**config.mk**
```make
export PLATFORM = sky130hd
export DESIGN_NAME = adcx_ctrl
export DESIGN_NICKNAME = d
export VERILOG_FILES = /design/src/verilog/adcx_pkg.sv /design/src/verilog/adcx_ctrl.sv /design/src/verilog/adcx_trig_sync.sv
export VERILOG_INCLUDE_DIRS = /design/src /design/src/verilog
export SDC_FILE = /design/constraint.sdc
export NUM_CORES = 1
export LEC_CHECK = 0
export BUFFER_PORTS_ARGS = -buffer_cell sky130_fd_sc_hd__buf_2
export CAP_MARGIN = 20
export CORE_ASPECT_RATIO = 0.75
export CORE_MARGIN = 3
export CORE_UTILIZATION = 43
export DETAILED_ROUTE_END_ITERATION = 16
export HOLD_SLACK_MARGIN = 0.03
export PLACE_DENSITY = 0.82
export SLEW_MARGIN = 20
export SYNTH_ARGS = -nofsm -noshare
export SYNTH_HDL_FRONTEND = slang
export SYNTH_SLANG_ARGS = --single-unit
```
**constraint.sdc**
```tcl
create_clock -name clk -period 3.75 [get_ports clk]
set_input_delay 0.1875 -clock clk [delete_from_list [all_inputs] [get_ports clk]]
set_output_delay 0.1875 -clock clk [all_outputs]
set_load 0.05 [all_outputs]
```
**src/verilog/adcx_map.svh**
```systemverilog
`ifndef ADCX_MAP_SVH
`define ADCX_MAP_SVH

// register byte offsets on the apb bus
`define ADCX_OFF_SC1      8'h00
`define ADCX_OFF_SC2      8'h04
`define ADCX_OFF_RES_HIGH 8'h08
`define ADCX_OFF_RES_LOW  8'h0C
`define ADCX_OFF_CMP_VAL  8'h10
`define ADCX_OFF_CFG      8'h14

// first status/control register fields
`define ADCX_SC1_FLAG     7
`define ADCX_SC1_IRQ_EN   6
`define ADCX_SC1_CONT     5
`define ADCX_SC1_CHAN_HI  4
`define ADCX_SC1_CHAN_LO  0

// second status/control register fields
`define ADCX_SC2_ACTIVE   7
`define ADCX_SC2_TRIG_SEL 6
`define ADCX_SC2_CMP_EN   5
`define ADCX_SC2_CMP_GE   4

// configuration register resolution field
`define ADCX_CFG_MODE_HI  3
`define ADCX_CFG_MODE_LO  2
`define ADCX_MODE_8BIT    2'h0
`define ADCX_MODE_10BIT   2'h2

// channel codes
`define ADCX_CHAN_REF_HIGH 5'h1D
`define ADCX_CHAN_REF_LOW  5'h1E
`define ADCX_CHAN_OFF      5'h1F

// reset values
`define ADCX_RST_CHAN     5'h1F
`define ADCX_RST_MODE     2'h0

`endif

```
**src/verilog/adcx_pkg.sv**
```systemverilog
package adcx_pkg;
  // conversion sequencer states
  typedef enum logic [0:0] {
    ST_IDLE = 1'b0,
    ST_CONV = 1'b1
  } adcx_state_t;
endpackage : adcx_pkg

```
**src/verilog/adcx_ctrl.sv**
```systemverilog
// Added by the designer: the APB interface to the registers and the register offsets.
`timescale 1ns/1ps
`include "adcx_map.svh"
// Operation
// - control-one write aborts, and restarts conversion only with software trigger
// - compare off: flag set each completion
// - compare on: flag set only when true
// - flag cleared by control-one write, low read
// - interrupt when flag set and enabled
// - single mode: one conversion per start
// - continuous mode: back-to-back conversions after start
// - five-bit channel field, codes as listed
// - all-ones channel powers off, no extra conversion
// - single mode powers down after completion
// - active bit spans start to completion/abort
// - trigger select: register write or hardware
// - compare enable bit switches compare
// - compare direction: less, or greater-equal
// - high result holds bits nine, eight
// - results kept when compare fails
// - ten-bit high read locks until low read
// - eight-bit mode has no lock
// - resolution change invalidates high result
// - resolution code 00 eight, 10 ten bits
module adcx_ctrl #(
  parameter int RES_W  = 10, // converter result width
  parameter int CHAN_W = 5   // channel select width
) (
  input  wire logic              clk,          // system clock, 50 MHz
  input  wire logic              nrst,         // async reset, active low
  input  wire logic              psel,         // apb select
  input  wire logic              penable,      // apb access phase
  input  wire logic              pwrite,       // apb direction
  input  wire logic [7:0]        paddr,        // apb byte address
  input  wire logic [31:0]       pwdata,       // apb write data
  output logic [31:0]            prdata,       // apb read data
  output logic                   pready,       // apb ready
  output logic                   pslverr,      // apb error, unmapped address
  input  wire logic              hardware_trigger_in, // hardware trigger level
  output logic                   conv_start,   // start pulse to converter
  output logic                   conv_abort,   // abort pulse to converter
  output logic [CHAN_W-1:0]      conv_channel, // selected input
  output logic                   conv_power,   // converter powered
  input  wire logic              conv_done,    // converter finished, pulse
  input  wire logic [RES_W-1:0]  conv_data,    // converter result
  output logic                   complete_irq  // conversion-complete interrupt
);

  // elaboration check: the register layout assumes these widths
  if (RES_W != 10 || CHAN_W != 5)
  begin : g_bad_param
    $error("adcx_ctrl supports only RES_W=10 and CHAN_W=5");
  end

  // sequencer state
  adcx_pkg::adcx_state_t state_reg;  // current state
  adcx_pkg::adcx_state_t state_next; // next state

  // first status/control register
  logic              conversion_complete_flag_reg;  // sticky complete flag
  logic              conversion_complete_flag_next;
  logic              complete_irq_enable_reg;       // interrupt enable
  logic              complete_irq_enable_next;
  logic              continuous_conversion_enable_reg; // continuous mode
  logic              continuous_conversion_enable_next;
  logic [CHAN_W-1:0] channel_select_reg;            // input select
  logic [CHAN_W-1:0] channel_select_next;

  // second status/control register and config
  logic              trigger_source_select_reg;     // 0 software, 1 hardware
  logic              trigger_source_select_next;
  logic              compare_enable_reg;            // compare on
  logic              compare_enable_next;
  logic              compare_greater_equal_reg;     // compare direction
  logic              compare_greater_equal_next;
  logic [1:0]        mode_reg;                      // resolution code
  logic [1:0]        mode_next;
  logic [RES_W-1:0]  cmp_val_reg;                   // compare value
  logic [RES_W-1:0]  cmp_val_next;

  // result path
  logic [RES_W-1:0]  result_reg;   // result_high_bits / result_low_byte
  logic [RES_W-1:0]  result_next;
  logic              lock_reg;     // high read interlock
  logic              lock_next;

  // converter strobes and bus read data
  logic              start_reg;    // start pulse
  logic              start_next;
  logic              abort_reg;    // abort pulse
  logic              abort_next;
  logic              power_reg;    // converter power
  logic              power_next;
  logic [31:0]       prdata_reg;   // read data captured at setup
  logic [31:0]       prdata_next;

  // decoded bus events
  logic              wr_acc;       // write access edge
  logic              rd_acc;       // read access edge
  logic              sc1_wr;       // control-one written
  logic              cfg_wr;       // config written
  logic              res_low_rd;   // low result read
  logic              res_high_rd;  // high result read
  logic              mapped;       // address decodes to a register
  logic              trig_rise;    // synced trigger edge
  logic              ten_bit;      // ten-bit mode active
  logic              done_acc;     // completion of the running conversion
  logic              cmp_true;     // compare condition
  logic              res_ok;       // result passes the compare gate
  logic [RES_W-1:0]  cmp_a;        // result as compared
  logic [RES_W-1:0]  cmp_b;        // compare value as compared
  logic [CHAN_W-1:0] wr_chan;      // channel in the write data

  // trigger synchroniser, the only path from the trigger pin
  adcx_trig_sync u_trig (
    .clk       (clk),
    .nrst      (nrst),
    .trig_in   (hardware_trigger_in),
    .trig_rise (trig_rise)
  );

  // address decode
  always_comb
  begin
    case (paddr)
      `ADCX_OFF_SC1, `ADCX_OFF_SC2, `ADCX_OFF_RES_HIGH,
      `ADCX_OFF_RES_LOW, `ADCX_OFF_CMP_VAL, `ADCX_OFF_CFG: mapped = 1'b1;
      default: mapped = 1'b0;
    endcase
  end

  // bus events are taken at the access edge only
  assign wr_acc      = psel & penable & pwrite;
  assign rd_acc      = psel & penable & ~pwrite;
  assign sc1_wr      = wr_acc & (paddr == `ADCX_OFF_SC1);
  assign cfg_wr      = wr_acc & (paddr == `ADCX_OFF_CFG);
  assign res_low_rd  = rd_acc & (paddr == `ADCX_OFF_RES_LOW);
  assign res_high_rd = rd_acc & (paddr == `ADCX_OFF_RES_HIGH);
  assign wr_chan     = pwdata[`ADCX_SC1_CHAN_HI:`ADCX_SC1_CHAN_LO];
  assign ten_bit     = (mode_reg == `ADCX_MODE_10BIT);

  // a write to control-one wins over a completion in the same cycle
  assign done_acc = conv_done & (state_reg == adcx_pkg::ST_CONV) & ~sc1_wr;

  // compare: eight-bit mode looks at the low byte only
  always_comb
  begin
    if (ten_bit)
    begin
      cmp_a = conv_data;
      cmp_b = cmp_val_reg;
    end
    else
    begin
      cmp_a = {2'h0, conv_data[7:0]};
      cmp_b = {2'h0, cmp_val_reg[7:0]};
    end
    cmp_true = compare_greater_equal_reg ? (cmp_a >= cmp_b) : (cmp_a < cmp_b);
  end
  assign res_ok = ~compare_enable_reg | cmp_true;

  // control registers written by software
  always_comb
  begin
    complete_irq_enable_next          = complete_irq_enable_reg;
    continuous_conversion_enable_next = continuous_conversion_enable_reg;
    channel_select_next               = channel_select_reg;
    trigger_source_select_next        = trigger_source_select_reg;
    compare_enable_next               = compare_enable_reg;
    compare_greater_equal_next        = compare_greater_equal_reg;
    mode_next                         = mode_reg;
    cmp_val_next                      = cmp_val_reg;
    if (sc1_wr)
    begin
      // channel codes pass unchanged to the converter mux
      complete_irq_enable_next          = pwdata[`ADCX_SC1_IRQ_EN];
      continuous_conversion_enable_next = pwdata[`ADCX_SC1_CONT];
      channel_select_next               = wr_chan;
    end
    if (wr_acc && paddr == `ADCX_OFF_SC2)
    begin
      // active bit and reserved bits are not stored
      trigger_source_select_next = pwdata[`ADCX_SC2_TRIG_SEL];
      compare_enable_next        = pwdata[`ADCX_SC2_CMP_EN];
      compare_greater_equal_next = pwdata[`ADCX_SC2_CMP_GE];
    end
    if (wr_acc && paddr == `ADCX_OFF_CMP_VAL)
    begin
      cmp_val_next = pwdata[RES_W-1:0];
    end
    if (cfg_wr)
    begin
      mode_next = pwdata[`ADCX_CFG_MODE_HI:`ADCX_CFG_MODE_LO];
    end
  end

  // sequencer: starts, aborts, continuous restart and power down
  always_comb
  begin
    state_next = state_reg;
    start_next = 1'b0;
    abort_next = 1'b0;
    if (sc1_wr)
    begin
      // any control-one write aborts a running conversion
      abort_next = (state_reg == adcx_pkg::ST_CONV);
      state_next = adcx_pkg::ST_IDLE;
      // all-ones code stops without a further conversion
      if (wr_chan != `ADCX_CHAN_OFF && !trigger_source_select_reg)
      begin
        state_next = adcx_pkg::ST_CONV;
        start_next = 1'b1;
      end
    end
    else if (state_reg == adcx_pkg::ST_IDLE)
    begin
      // hardware start; triggers during a conversion are ignored
      if (trig_rise && trigger_source_select_reg && channel_select_reg != `ADCX_CHAN_OFF)
      begin
        state_next = adcx_pkg::ST_CONV;
        start_next = 1'b1;
      end
    end
    else if (done_acc)
    begin
      if (continuous_conversion_enable_reg && channel_select_reg != `ADCX_CHAN_OFF)
      begin
        start_next = 1'b1; // back-to-back restart
      end
      else
      begin
        state_next = adcx_pkg::ST_IDLE; // single mode drops to low power
      end
    end
    power_next = (state_next == adcx_pkg::ST_CONV);
  end

  // complete flag: a set in the same cycle as a clear wins
  always_comb
  begin
    conversion_complete_flag_next = conversion_complete_flag_reg;
    if (sc1_wr || res_low_rd)
    begin
      conversion_complete_flag_next = 1'b0;
    end
    if (done_acc && res_ok)
    begin
      conversion_complete_flag_next = 1'b1;
    end
  end

  // result transfer with compare gate and ten-bit interlock
  always_comb
  begin
    result_next = result_reg;
    lock_next   = lock_reg;
    if (res_low_rd)
    begin
      lock_next = 1'b0; // low read releases the lock
    end
    if (res_high_rd && ten_bit)
    begin
      lock_next = 1'b1;
    end
    // eight-bit mode never locks, so no stale lock may survive
    if (!ten_bit)
    begin
      lock_next = 1'b0;
    end
    if (done_acc && res_ok && !lock_reg)
    begin
      result_next = ten_bit ? conv_data : {2'h0, conv_data[7:0]};
    end
    // a resolution change throws the held high bits away
    if (cfg_wr && pwdata[`ADCX_CFG_MODE_HI:`ADCX_CFG_MODE_LO] != mode_reg)
    begin
      result_next[RES_W-1:8] = 2'h0;
      lock_next              = 1'b0;
    end
  end

  // read mux, captured in the setup cycle and shown during access
  always_comb
  begin
    prdata_next = prdata_reg;
    if (psel && !penable && !pwrite)
    begin
      case (paddr)
        `ADCX_OFF_SC1:      prdata_next = {24'h000000, conversion_complete_flag_reg, complete_irq_enable_reg,
                                           continuous_conversion_enable_reg, channel_select_reg};
        `ADCX_OFF_SC2:      prdata_next = {24'h000000, (state_reg == adcx_pkg::ST_CONV), trigger_source_select_reg,
                                           compare_enable_reg, compare_greater_equal_reg, 4'h0};
        `ADCX_OFF_RES_HIGH: prdata_next = {30'h00000000, result_reg[RES_W-1:8]};
        `ADCX_OFF_RES_LOW:  prdata_next = {24'h000000, result_reg[7:0]};
        `ADCX_OFF_CMP_VAL:  prdata_next = {22'h000000, cmp_val_reg};
        `ADCX_OFF_CFG:      prdata_next = {28'h0000000, mode_reg, 2'h0};
        default:            prdata_next = 32'h00000000;
      endcase
    end
  end

  // all state registers
  always_ff @(posedge clk or negedge nrst)
  begin
    if (!nrst)
    begin
      state_reg                        <= adcx_pkg::ST_IDLE;
      conversion_complete_flag_reg     <= 1'b0;
      complete_irq_enable_reg          <= 1'b0;
      continuous_conversion_enable_reg <= 1'b0;
      channel_select_reg               <= `ADCX_RST_CHAN;
      trigger_source_select_reg        <= 1'b0;
      compare_enable_reg               <= 1'b0;
      compare_greater_equal_reg        <= 1'b0;
      mode_reg                         <= `ADCX_RST_MODE;
      cmp_val_reg                      <= '0;
      result_reg                       <= '0;
      lock_reg                         <= 1'b0;
      start_reg                        <= 1'b0;
      abort_reg                        <= 1'b0;
      power_reg                        <= 1'b0;
      prdata_reg                       <= 32'h00000000;
    end
    else
    begin
      state_reg                        <= state_next;
      conversion_complete_flag_reg     <= conversion_complete_flag_next;
      complete_irq_enable_reg          <= complete_irq_enable_next;
      continuous_conversion_enable_reg <= continuous_conversion_enable_next;
      channel_select_reg               <= channel_select_next;
      trigger_source_select_reg        <= trigger_source_select_next;
      compare_enable_reg               <= compare_enable_next;
      compare_greater_equal_reg        <= compare_greater_equal_next;
      mode_reg                         <= mode_next;
      cmp_val_reg                      <= cmp_val_next;
      result_reg                       <= result_next;
      lock_reg                         <= lock_next;
      start_reg                        <= start_next;
      abort_reg                        <= abort_next;
      power_reg                        <= power_next;
      prdata_reg                       <= prdata_next;
    end
  end

  // outputs; the slave never inserts wait states
  assign prdata       = prdata_reg;
  assign pready       = 1'b1;
  assign pslverr      = psel & penable & ~mapped;
  assign conv_start   = start_reg;
  assign conv_abort   = abort_reg;
  assign conv_channel = channel_select_reg;
  assign conv_power   = power_reg;
  assign complete_irq = conversion_complete_flag_reg & complete_irq_enable_reg;
endmodule : adcx_ctrl

```
**src/verilog/adcx_trig_sync.sv**
```systemverilog
`timescale 1ns/1ps
// two-flop synchroniser and rising-edge detector for the hardware trigger
module adcx_trig_sync (
  input  wire logic clk,      // system clock
  input  wire logic nrst,     // async reset, active low
  input  wire logic trig_in,  // raw trigger level
  output logic      trig_rise // one-cycle pulse per assertion
);
  logic meta_reg;  // first stage, read by sync_reg only
  logic sync_reg;  // second stage
  logic last_reg;  // previous synced value for edge detect
  logic meta_next;
  logic sync_next;
  logic last_next;

  // next values
  always_comb
  begin
    meta_next = trig_in;
    sync_next = meta_reg;
    last_next = sync_reg;
  end

  // registers
  always_ff @(posedge clk or negedge nrst)
  begin
    if (!nrst)
    begin
      meta_reg <= 1'b0;
      sync_reg <= 1'b0;
      last_reg <= 1'b0;
    end
    else
    begin
      meta_reg <= meta_next;
      sync_reg <= sync_next;
      last_reg <= last_next;
    end
  end

  // one start per assertion: only the rising edge counts
  assign trig_rise = sync_reg & ~last_reg;
endmodule : adcx_trig_sync

```
Word-level counts from Yosys, hierarchy flattened
Index checks and enable logic that the tools add are counted.
- output and inout bits: 43
- input bits: 57
- register bits: 72
- equal/unequal tests: 10
- magnitude comparators: 2
- bitwise logic cells: 18
- reductions and logical operators: 21
- mux-type cells: 23
- operator list (kind ; count):
    10-bit case mux with 6 select lines ; 1
    10-bit two-way mux ; 3
    1-bit two-way mux ; 18
    8-bit by 4-bit equality test with 1-bit output (second input constant) ; 2
    8-bit by 5-bit equality test with 1-bit output (second input constant) ; 2
    1-bit bitwise AND ; 12
    1-bit logical AND ; 12
    10-bit >= comparator ; 1
    10-bit less-than comparator ; 1
    5-bit inequality test (second input constant) ; 2
    8-bit by 3-bit equality test with 1-bit output (second input constant) ; 1
    8-bit zero test ; 1
    6-bit OR reduction ; 1
    1-bit inverter ; 5
    1-bit zero test ; 4
    4-bit by 2-bit inequality test with 1-bit output (second input constant) ; 1
    2-bit nonzero test ; 2
    2-bit equality test (second input constant) ; 1
    2-bit two-way mux ; 1
    2-bit inequality test ; 1
    1-bit logical OR ; 1
    1-bit OR ; 1

Longest topological paths before layout
Gate-level depths: netlist of run 1.
- word-level depth: 9
- gate-level depth with buffers: 10
- depth with buffers taken out: 9

Hierarchy
From an unflattened synthesis of run 1, not the netlist that was laid out.
- cell total of the unflattened synthesis: 254
- area, all modules: 2775.2 µm²
- modules (own cells, without submodules) (module ; cells an instance ; times used ; area each (µm²)):
    adcx_ctrl ; 250 ; 1 ; 2686.3
    adcx_trig_sync ; 4 ; 1 ; 88.8

Least setup slack after synthesis of run 1
No wires, ideal clock.
- path kind: reg-to-reg
- start: register mode_reg[1]
- end: register result_reg[0]
- arrival time: 2.536 ns
- path slack: 1.089 ns
- data required time: 3.625 ns
- clock period less this slack: 2.661 ns
- stages on the path, launching flop included: 11
- cells stage by stage: dfrtp_1 nor2b_1 and2_1 ha_1 nand4_1 a211oi_1 a2111oi_4 mux2i_1 or4_1 buf_6 mux2_4
- word-level cells in the longest chain between the ends: 7
- RTL lines (what ; RTL line ; text):
    start, declared ; adcx_ctrl.sv:76 ; logic [1:0] mode_reg;
    start signal, assigned ; adcx_ctrl.sv:315 ; mode_reg <= `ADCX_RST_MODE;
    start signal, assigned ; adcx_ctrl.sv:334 ; mode_reg <= mode_next;
    2-bit equality test (no source line) (*) ; - ;
    10-bit two-way mux ; adcx_ctrl.sv:148 ; if (ten_bit)
    10-bit less-than comparator or 10-bit >= comparator (tied branches) ; adcx_ctrl.sv:158 ; cmp_true = compare_greater_equal_reg ? (cmp_a >= cmp_b) : (cmp_a < cmp_b);
    1-bit two-way mux (*) ; adcx_ctrl.sv:158 ;
    1-bit OR (*) ; adcx_ctrl.sv:160 ; assign res_ok = ~compare_enable_reg | cmp_true;
    1-bit logical AND (*) (2 in a row) ; adcx_ctrl.sv:270 ; if (done_acc && res_ok && !lock_reg)
    end signal, assigned ; adcx_ctrl.sv:336 ; result_reg <= result_next;
    end, declared ; adcx_ctrl.sv:82 ; logic [RES_W-1:0] result_reg;
Mark *: on every way between the ends. The rest lies on a longest branch, timed or not.
A chain may end at the register's enable or synchronous reset.

Worst setup path in the final report of run 1
- start: register mode_reg[1]
- end: register result_reg[6]
Same word-level chain as after synthesis.

==> results of run 1 <==
final cells by class:
type                       instances  area [um^2]
clock buffer                       6         72.6
clock inverter                     2         10.0
fill                             566         2900
inverter                          11         41.3
multi-input combinational        187         1300
sequential                        50         1260
tap                               78         97.6
timing repair buffer              56          293
worst reg2reg max path, stage by stage, from the launching register on:
cell and delay [ns]:
dfrtp_1 0.43, nor2b_1 0.31, and2_1 0.21, ha_1 0.24, nand4_1 0.16, a211oi_1 0.09
a2111oi_4 0.33, mux2i_1 0.14, or4_1 0.76, mux2_4 0.42
cell usage after synthesis, types with 5 or more instances:
library cell	count	area, um^2
and3_1	7	43.8
mux2_4	8	120
and2_1	6	37.5
inv_1	11	41.3
ha_1	10	125
a222oi_1	5	50.1
nor2_1	7	26.3
mux2_2	15	169
a22o_1	13	114
nand2b_1	6	37.5
nand2_1	46	173
dfstp_2	5	131
dfrtp_1	45	1130
buf_4	23	173
power groups by stage:
stage / combinational [mW] / sequential (mW) / clock, mW
floorplan: 0.108 / 0.573 / 0
global placement: 0.134 / 0.572 / 0
detailed placement: 0.138 / 0.573 / 0
CTS: 0.139 / 0.563 / 0.314
global route: 0.152 / 0.565 / 0.336
finish: 0.139 / 0.563 / 0.305
metrics by stage:
step                 util  cells  hold slack [ns]  power [mW]  setup slack (ns)
finish              0.514    390            0.105        1.01             0.545
CTS                 0.512    389            0.100        1.02             0.539
global placement    0.497    380            0.298       0.706             0.594
floorplan               -    277           -0.108       0.680              1.09
global route        0.514    390            0.110        1.05             0.383
detailed placement  0.497    380            0.298       0.711             0.569
metal layers:
metal	vias up	wire [um]
met5	-	0
met4	0	38
met3	5	537
met2	81	2970
met1	995	2870
li1	976	-
cells by family (layout without fill, tap and decap cells):
group,count (synthesis),count (layout),synth area share
AND/OR/NAND/NOR,88,88,0.156
adder cells (fa/ha/maj),10,10,0.0459
other,2,23,0.00275
AO/OA/AOI/OAI,38,38,0.121
multiplexers,26,26,0.117
XOR/XNOR,2,2,0.00643
buffers and inverters,40,75,0.0899
flip-flops,50,50,0.461
worst min path at each step:
stage / start / end / slack, ns / cells past startpoint
finish: pwdata[1] / conv_channel[1] / 0.10 / 3
global route: pwdata[0] / conv_channel[0] / 0.11 / 3
CTS: pwdata[0] / conv_channel[0] / 0.10 / 3
detailed placement: hardware_trigger_in / u_trig.meta_reg / 0.30 / 1
global placement: hardware_trigger_in / u_trig.meta_reg / 0.30 / 1
floorplan: nrst / cmp_val_reg[0] / -0.11 / 0
what timing repair did:
action | CTS | global route
hold endpoints to repair | 1 | 45
hold buffers | 1 | 1
buffers inserted | 0 | 0
resized for setup | 0 | 0
cell usage in the layout (no fill, tap or decap), drive strengths merged, types with 2 or more instances in the layout:
cell type and count:
buf 54, nand2 46, dfrtp 45, conb 23, mux2 23, a22o 13, inv 11, ha 10
nor2 8, and3 7, and2 6, nand2b 6, clkbuf 6, a222oi 5, dfstp 5, nor4 3
a21oi 3, mux2i 3, a221o 3, o21ai 3, nor3 2, nand4 2, a211oi 2, xnor2 2
clkinv 2, dlygate4sd3 2, a2111oi 2
==> results_dict.tcl, run 1 <==
set metrics [dict create \
    status "complete, no violations" \
    path_buf_inv 0 \
    r2r-end "result_reg[6]" \
    track_usage 0.178 \
    cp.depth 9 \
    r2r_setup_slack_ns 0.54 \
    critical_path_peak_fanout 10 \
    cts.sinks 50 \
    worstSetupEndpointType "flip-flop" \
    use_met1 0.255 \
    layout.nets 378 \
    synth_warnings 0 \
    synth_edf_count 0 \
    cts_tree "done" \
    cp.arrival_ns 3.39 \
    crit_path_end "result_reg[6]" \
    p_leak_nw 1.62 \
    start_util 0.456 \
    num_vias 2057 \
    grt_pass1_wl_um 10200 \
    syn2layout_area_growth_pct 12.8 \
    die_w_um 97.9 \
    ant_nets 0 \
    slew_violations 0 \
    async_flop_share 1.00 \
    timing.final.hold_violations 0 \
    root_buffer "clkbuf_8" \
    p_switching_uw 286 \
    wl_um 6410 \
    ys_seq_area_frac 0.461 \
    p_sw_frac 0.284 \
    portBuffers 54 \
    intPower_uw 721 \
    post_drt_wl_per_cell_um 16.4 \
    required_ns 3.93 \
    cts_buffers 5 \
    crit_type "flip-flop to flip-flop" \
    grt_overflow_total 0 \
    top_usage_layer "met2" \
    clkTransAtPathRegs_ns 0.09 \
    fin_setup_tns_ns 0 \
    dpl.hpwl_um 4980 \
    combPwrFrac 0.138 \
    die-area_um2 7340 \
    reg2reg_from "mode_reg[1]" \
    stdcell_area_um2 3070 \
    post-route-period-util 0.855 \
    yosys_most_used_dff "dfrtp_1" \
    pwr-share-clk 0.303 \
    vdd_drop_max_mv 0.160 \
    grt.met3_usage 0.0389 \
    die_y_um 75.0 \
    fin_crit_ns 3.21 \
    pin_count 100 \
    slew_headroom 0.526 \
    grt_setup_unrepaired "no" \
    drtIter0Drc 201 \
    tightest_slew_ns 0.705 \
    synth_cells 256 \
    p_seq_frac 0.559 \
    p_per_area_nw_per_um2 328 \
    yosys_register_bits 50 \
    synth_area_um2 2730 \
    rows 24 \
    clk_latency_ns 0.31 \
    cts.htree.levels 2 \
    max_freq_mhz 312 \
    final-setup-viol-count 0 \
    cp-startpoint "mode_reg[1]" \
    hold_path_class "input pin to flip-flop" \
    post_synth.cell_area_avg_um2 10.6 \
    worst_clock_skew_ns 0.0116 \
    cpLargestDelayFamily "simple AND/OR/NAND/NOR gates" \
    place_congestion 0.851 \
    post_dp_cell_area_um2 2970 \
    cp_slowest_stage_delay_ns 0.76 \
    max_cap_viol_count 0 \
    firstDrtPassIters 5 \
    antenna_found_initial 0 \
    worstSetupStartpointType "flip-flop" \
    synth.distinct_cells 46 \
    grt_pass1_vias 1997 \
    antenna_cells 0 \
    grt_max_degree 51 \
    slowest_stage "or4_1" \
    coreArea_um2 5980 \
    worstPathCellList "nor2b_1 > and2_1 > ha_1 > nand4_1 > a211oi_1 > a2111oi_4 > mux2i_1 > or4_1 > mux2_4" \
    r2r_cells 9 \
    drt_drc_violations_left 0 \
    gr-usage-met2 0.280 \
    clk_path_buf_depth 2 \
    viasPerCell 5.27 \
    drive_gt1_frac 0.295 \
]
Note: power is estimated with default switching activity, not from simulation.
==> inputs of run 2 (changes only) <==
==> constraint.sdc (replaced) <==
create_clock -name clk -period 3.75 [get_ports clk]
set_input_delay 0.375 -clock clk [delete_from_list [all_inputs] [get_ports clk]]
set_output_delay 0.375 -clock clk [all_outputs]
set_load 0.05 [all_outputs]
==> results_dict.tcl, run 2 (synthesis results as in run 1) <==
set metrics [dict create \
    topRoutingLayerUsed "met4" \
    hold_path_class "input pin to async pin" \
    timing.final.hold_violations 0 \
    track_usage 0.180 \
    layout_commonest_cell "buf_2" \
    vdd_drop_max_mv 0.138 \
    final-setup-viol-count 0 \
    met1_length_um 2800 \
    clkTransAtPathRegs_ns 0.09 \
    grt_pass1_vias 2078 \
    stdcell_area_um2 3060 \
    clk_latency_ns 0.31 \
    grt_max_degree 51 \
    num_vias 2049 \
    die-area_um2 7340 \
    post_dp_cell_area_um2 2970 \
    cts.sinks 50 \
    coreArea_um2 5980 \
    rows 24 \
    cp.arrival_ns 3.40 \
    worstSetupStartpointType "flip-flop" \
    hold_ws_ns 0.0674 \
    die_w_um 97.9 \
    post_drt_wl_per_cell_um 16.1 \
    final_cell_mix "buf_2, nand2_1, dfrtp_1" \
    drtIter0Drc 154 \
    crit_type "flip-flop to flip-flop" \
    syn2layout_area_growth_pct 12.3 \
    wl_met2_um 2800 \
    fin_setup_tns_ns 0 \
    finalPower_mw 1.02 \
    layout.nets 376 \
    fin_crit_ns 3.21 \
    max_freq_mhz 311 \
    worstPathCellList "nor2b_1 > and2_1 > ha_1 > nand4_1 > a211oi_1 > a2111oi_4 > mux2i_1 > or4_1 > mux2_4" \
    status "complete, no violations" \
    tightest_slew_ns 0.728 \
    place_inst 380 \
    slowest_stage "or4_1" \
    critical_path_peak_fanout 10 \
    worst_clock_skew_ns 0.00735 \
    met3_length_um 565 \
    cts_buffers 5 \
    dpl.hpwl_um 4930 \
    cpLargestDelayFamily "simple AND/OR/NAND/NOR gates" \
    pin_count 100 \
    slew_headroom 0.502 \
    drt_drc_violations_left 0 \
    drive_gt1_frac 0.297 \
    postCtsHoldBufs 0 \
    stdcell_count 388 \
    antenna_found_initial 0 \
    max_cap_viol_count 0 \
    portBuffers 54 \
    grt_setup_unrepaired "no" \
    wl_um 6240 \
    ant_nets 0 \
    p_per_area_nw_per_um2 333 \
    worstSetupEndpointType "flip-flop" \
    required_ns 3.94 \
    clk_path_buf_depth 2 \
    place_congestion 0.851 \
    post-cts-setup-buffers 0 \
    die_y_um 75.0 \
    firstDrtPassIters 6 \
    cts.htree.levels 2 \
    antenna_cells 0 \
    post_cts_resized 0 \
    grt_pass1_wl_um 10200 \
    start_util 0.456 \
    root_buffer "clkbuf_8" \
    cp_slowest_stage_delay_ns 0.76 \
    slew_violations 0 \
    cts_tree "done" \
    path_buf_inv 0 \
    grt_overflow_total 0 \
    post-route-period-util 0.856 \
    viasPerCell 5.28 \
    p_leak_nw 1.61 \
]
## run 2: cell type report
class / count / area [um^2]
sequential: 50 / 1260
multi-input combinational: 187 / 1300
fill: 558 / 2910
tap: 78 / 97.6
timing repair buffer: 54 / 273
inverter: 11 / 41.3
clock buffer: 7 / 86.3
clock inverter: 1 / 5.00
## run 2: path summary, 6_finish.rpt
path	start	to	slack (ns)	cells after the start
setup / recovery	mode_reg[1]	result_reg[7]	0.54	9
hold / removal	nrst	u_trig.meta_reg	0.07	1
setup reg to reg	mode_reg[1]	result_reg[7]	0.54	9
hold reg to reg	u_trig.meta_reg	u_trig.last_next	0.36	0
max in group asynchronous	nrst	conversion_complete_flag_reg	3.25	1
min in group clk	hardware_trigger_in	u_trig.meta_reg	0.17	1
## run 2: through the flow
step / setup WS, ns / util
floorplan: 1.09 / -
global placement: 0.594 / 0.497
detailed placement: 0.564 / 0.497
CTS: 0.545 / 0.512
global route: 0.374 / 0.513
finish: 0.539 / 0.513
## run 2: worst reg2reg max path: cells and delay by family (launching register included)
family | cells | cell delay [ns]
flops | 1 | 0.43
simple gates | 4 | 1.44
compound gates | 2 | 0.42
mux | 2 | 0.55
fa+ha+maj | 1 | 0.24
## run 2: where the power goes
part / leakage [nW] / switching [mW] / internal, mW
Clock: 0.0482 / 0.173 / 0.149
Combinational: 0.894 / 0.0994 / 0.0376
Sequential: 0.671 / 0.0102 / 0.552
## run 2: metal layers
layer  track usage  vias up
li1              -      972
met1         0.252      989
met2         0.280       81
met3        0.0454        7
met4        0.0568        0
met5             0        -
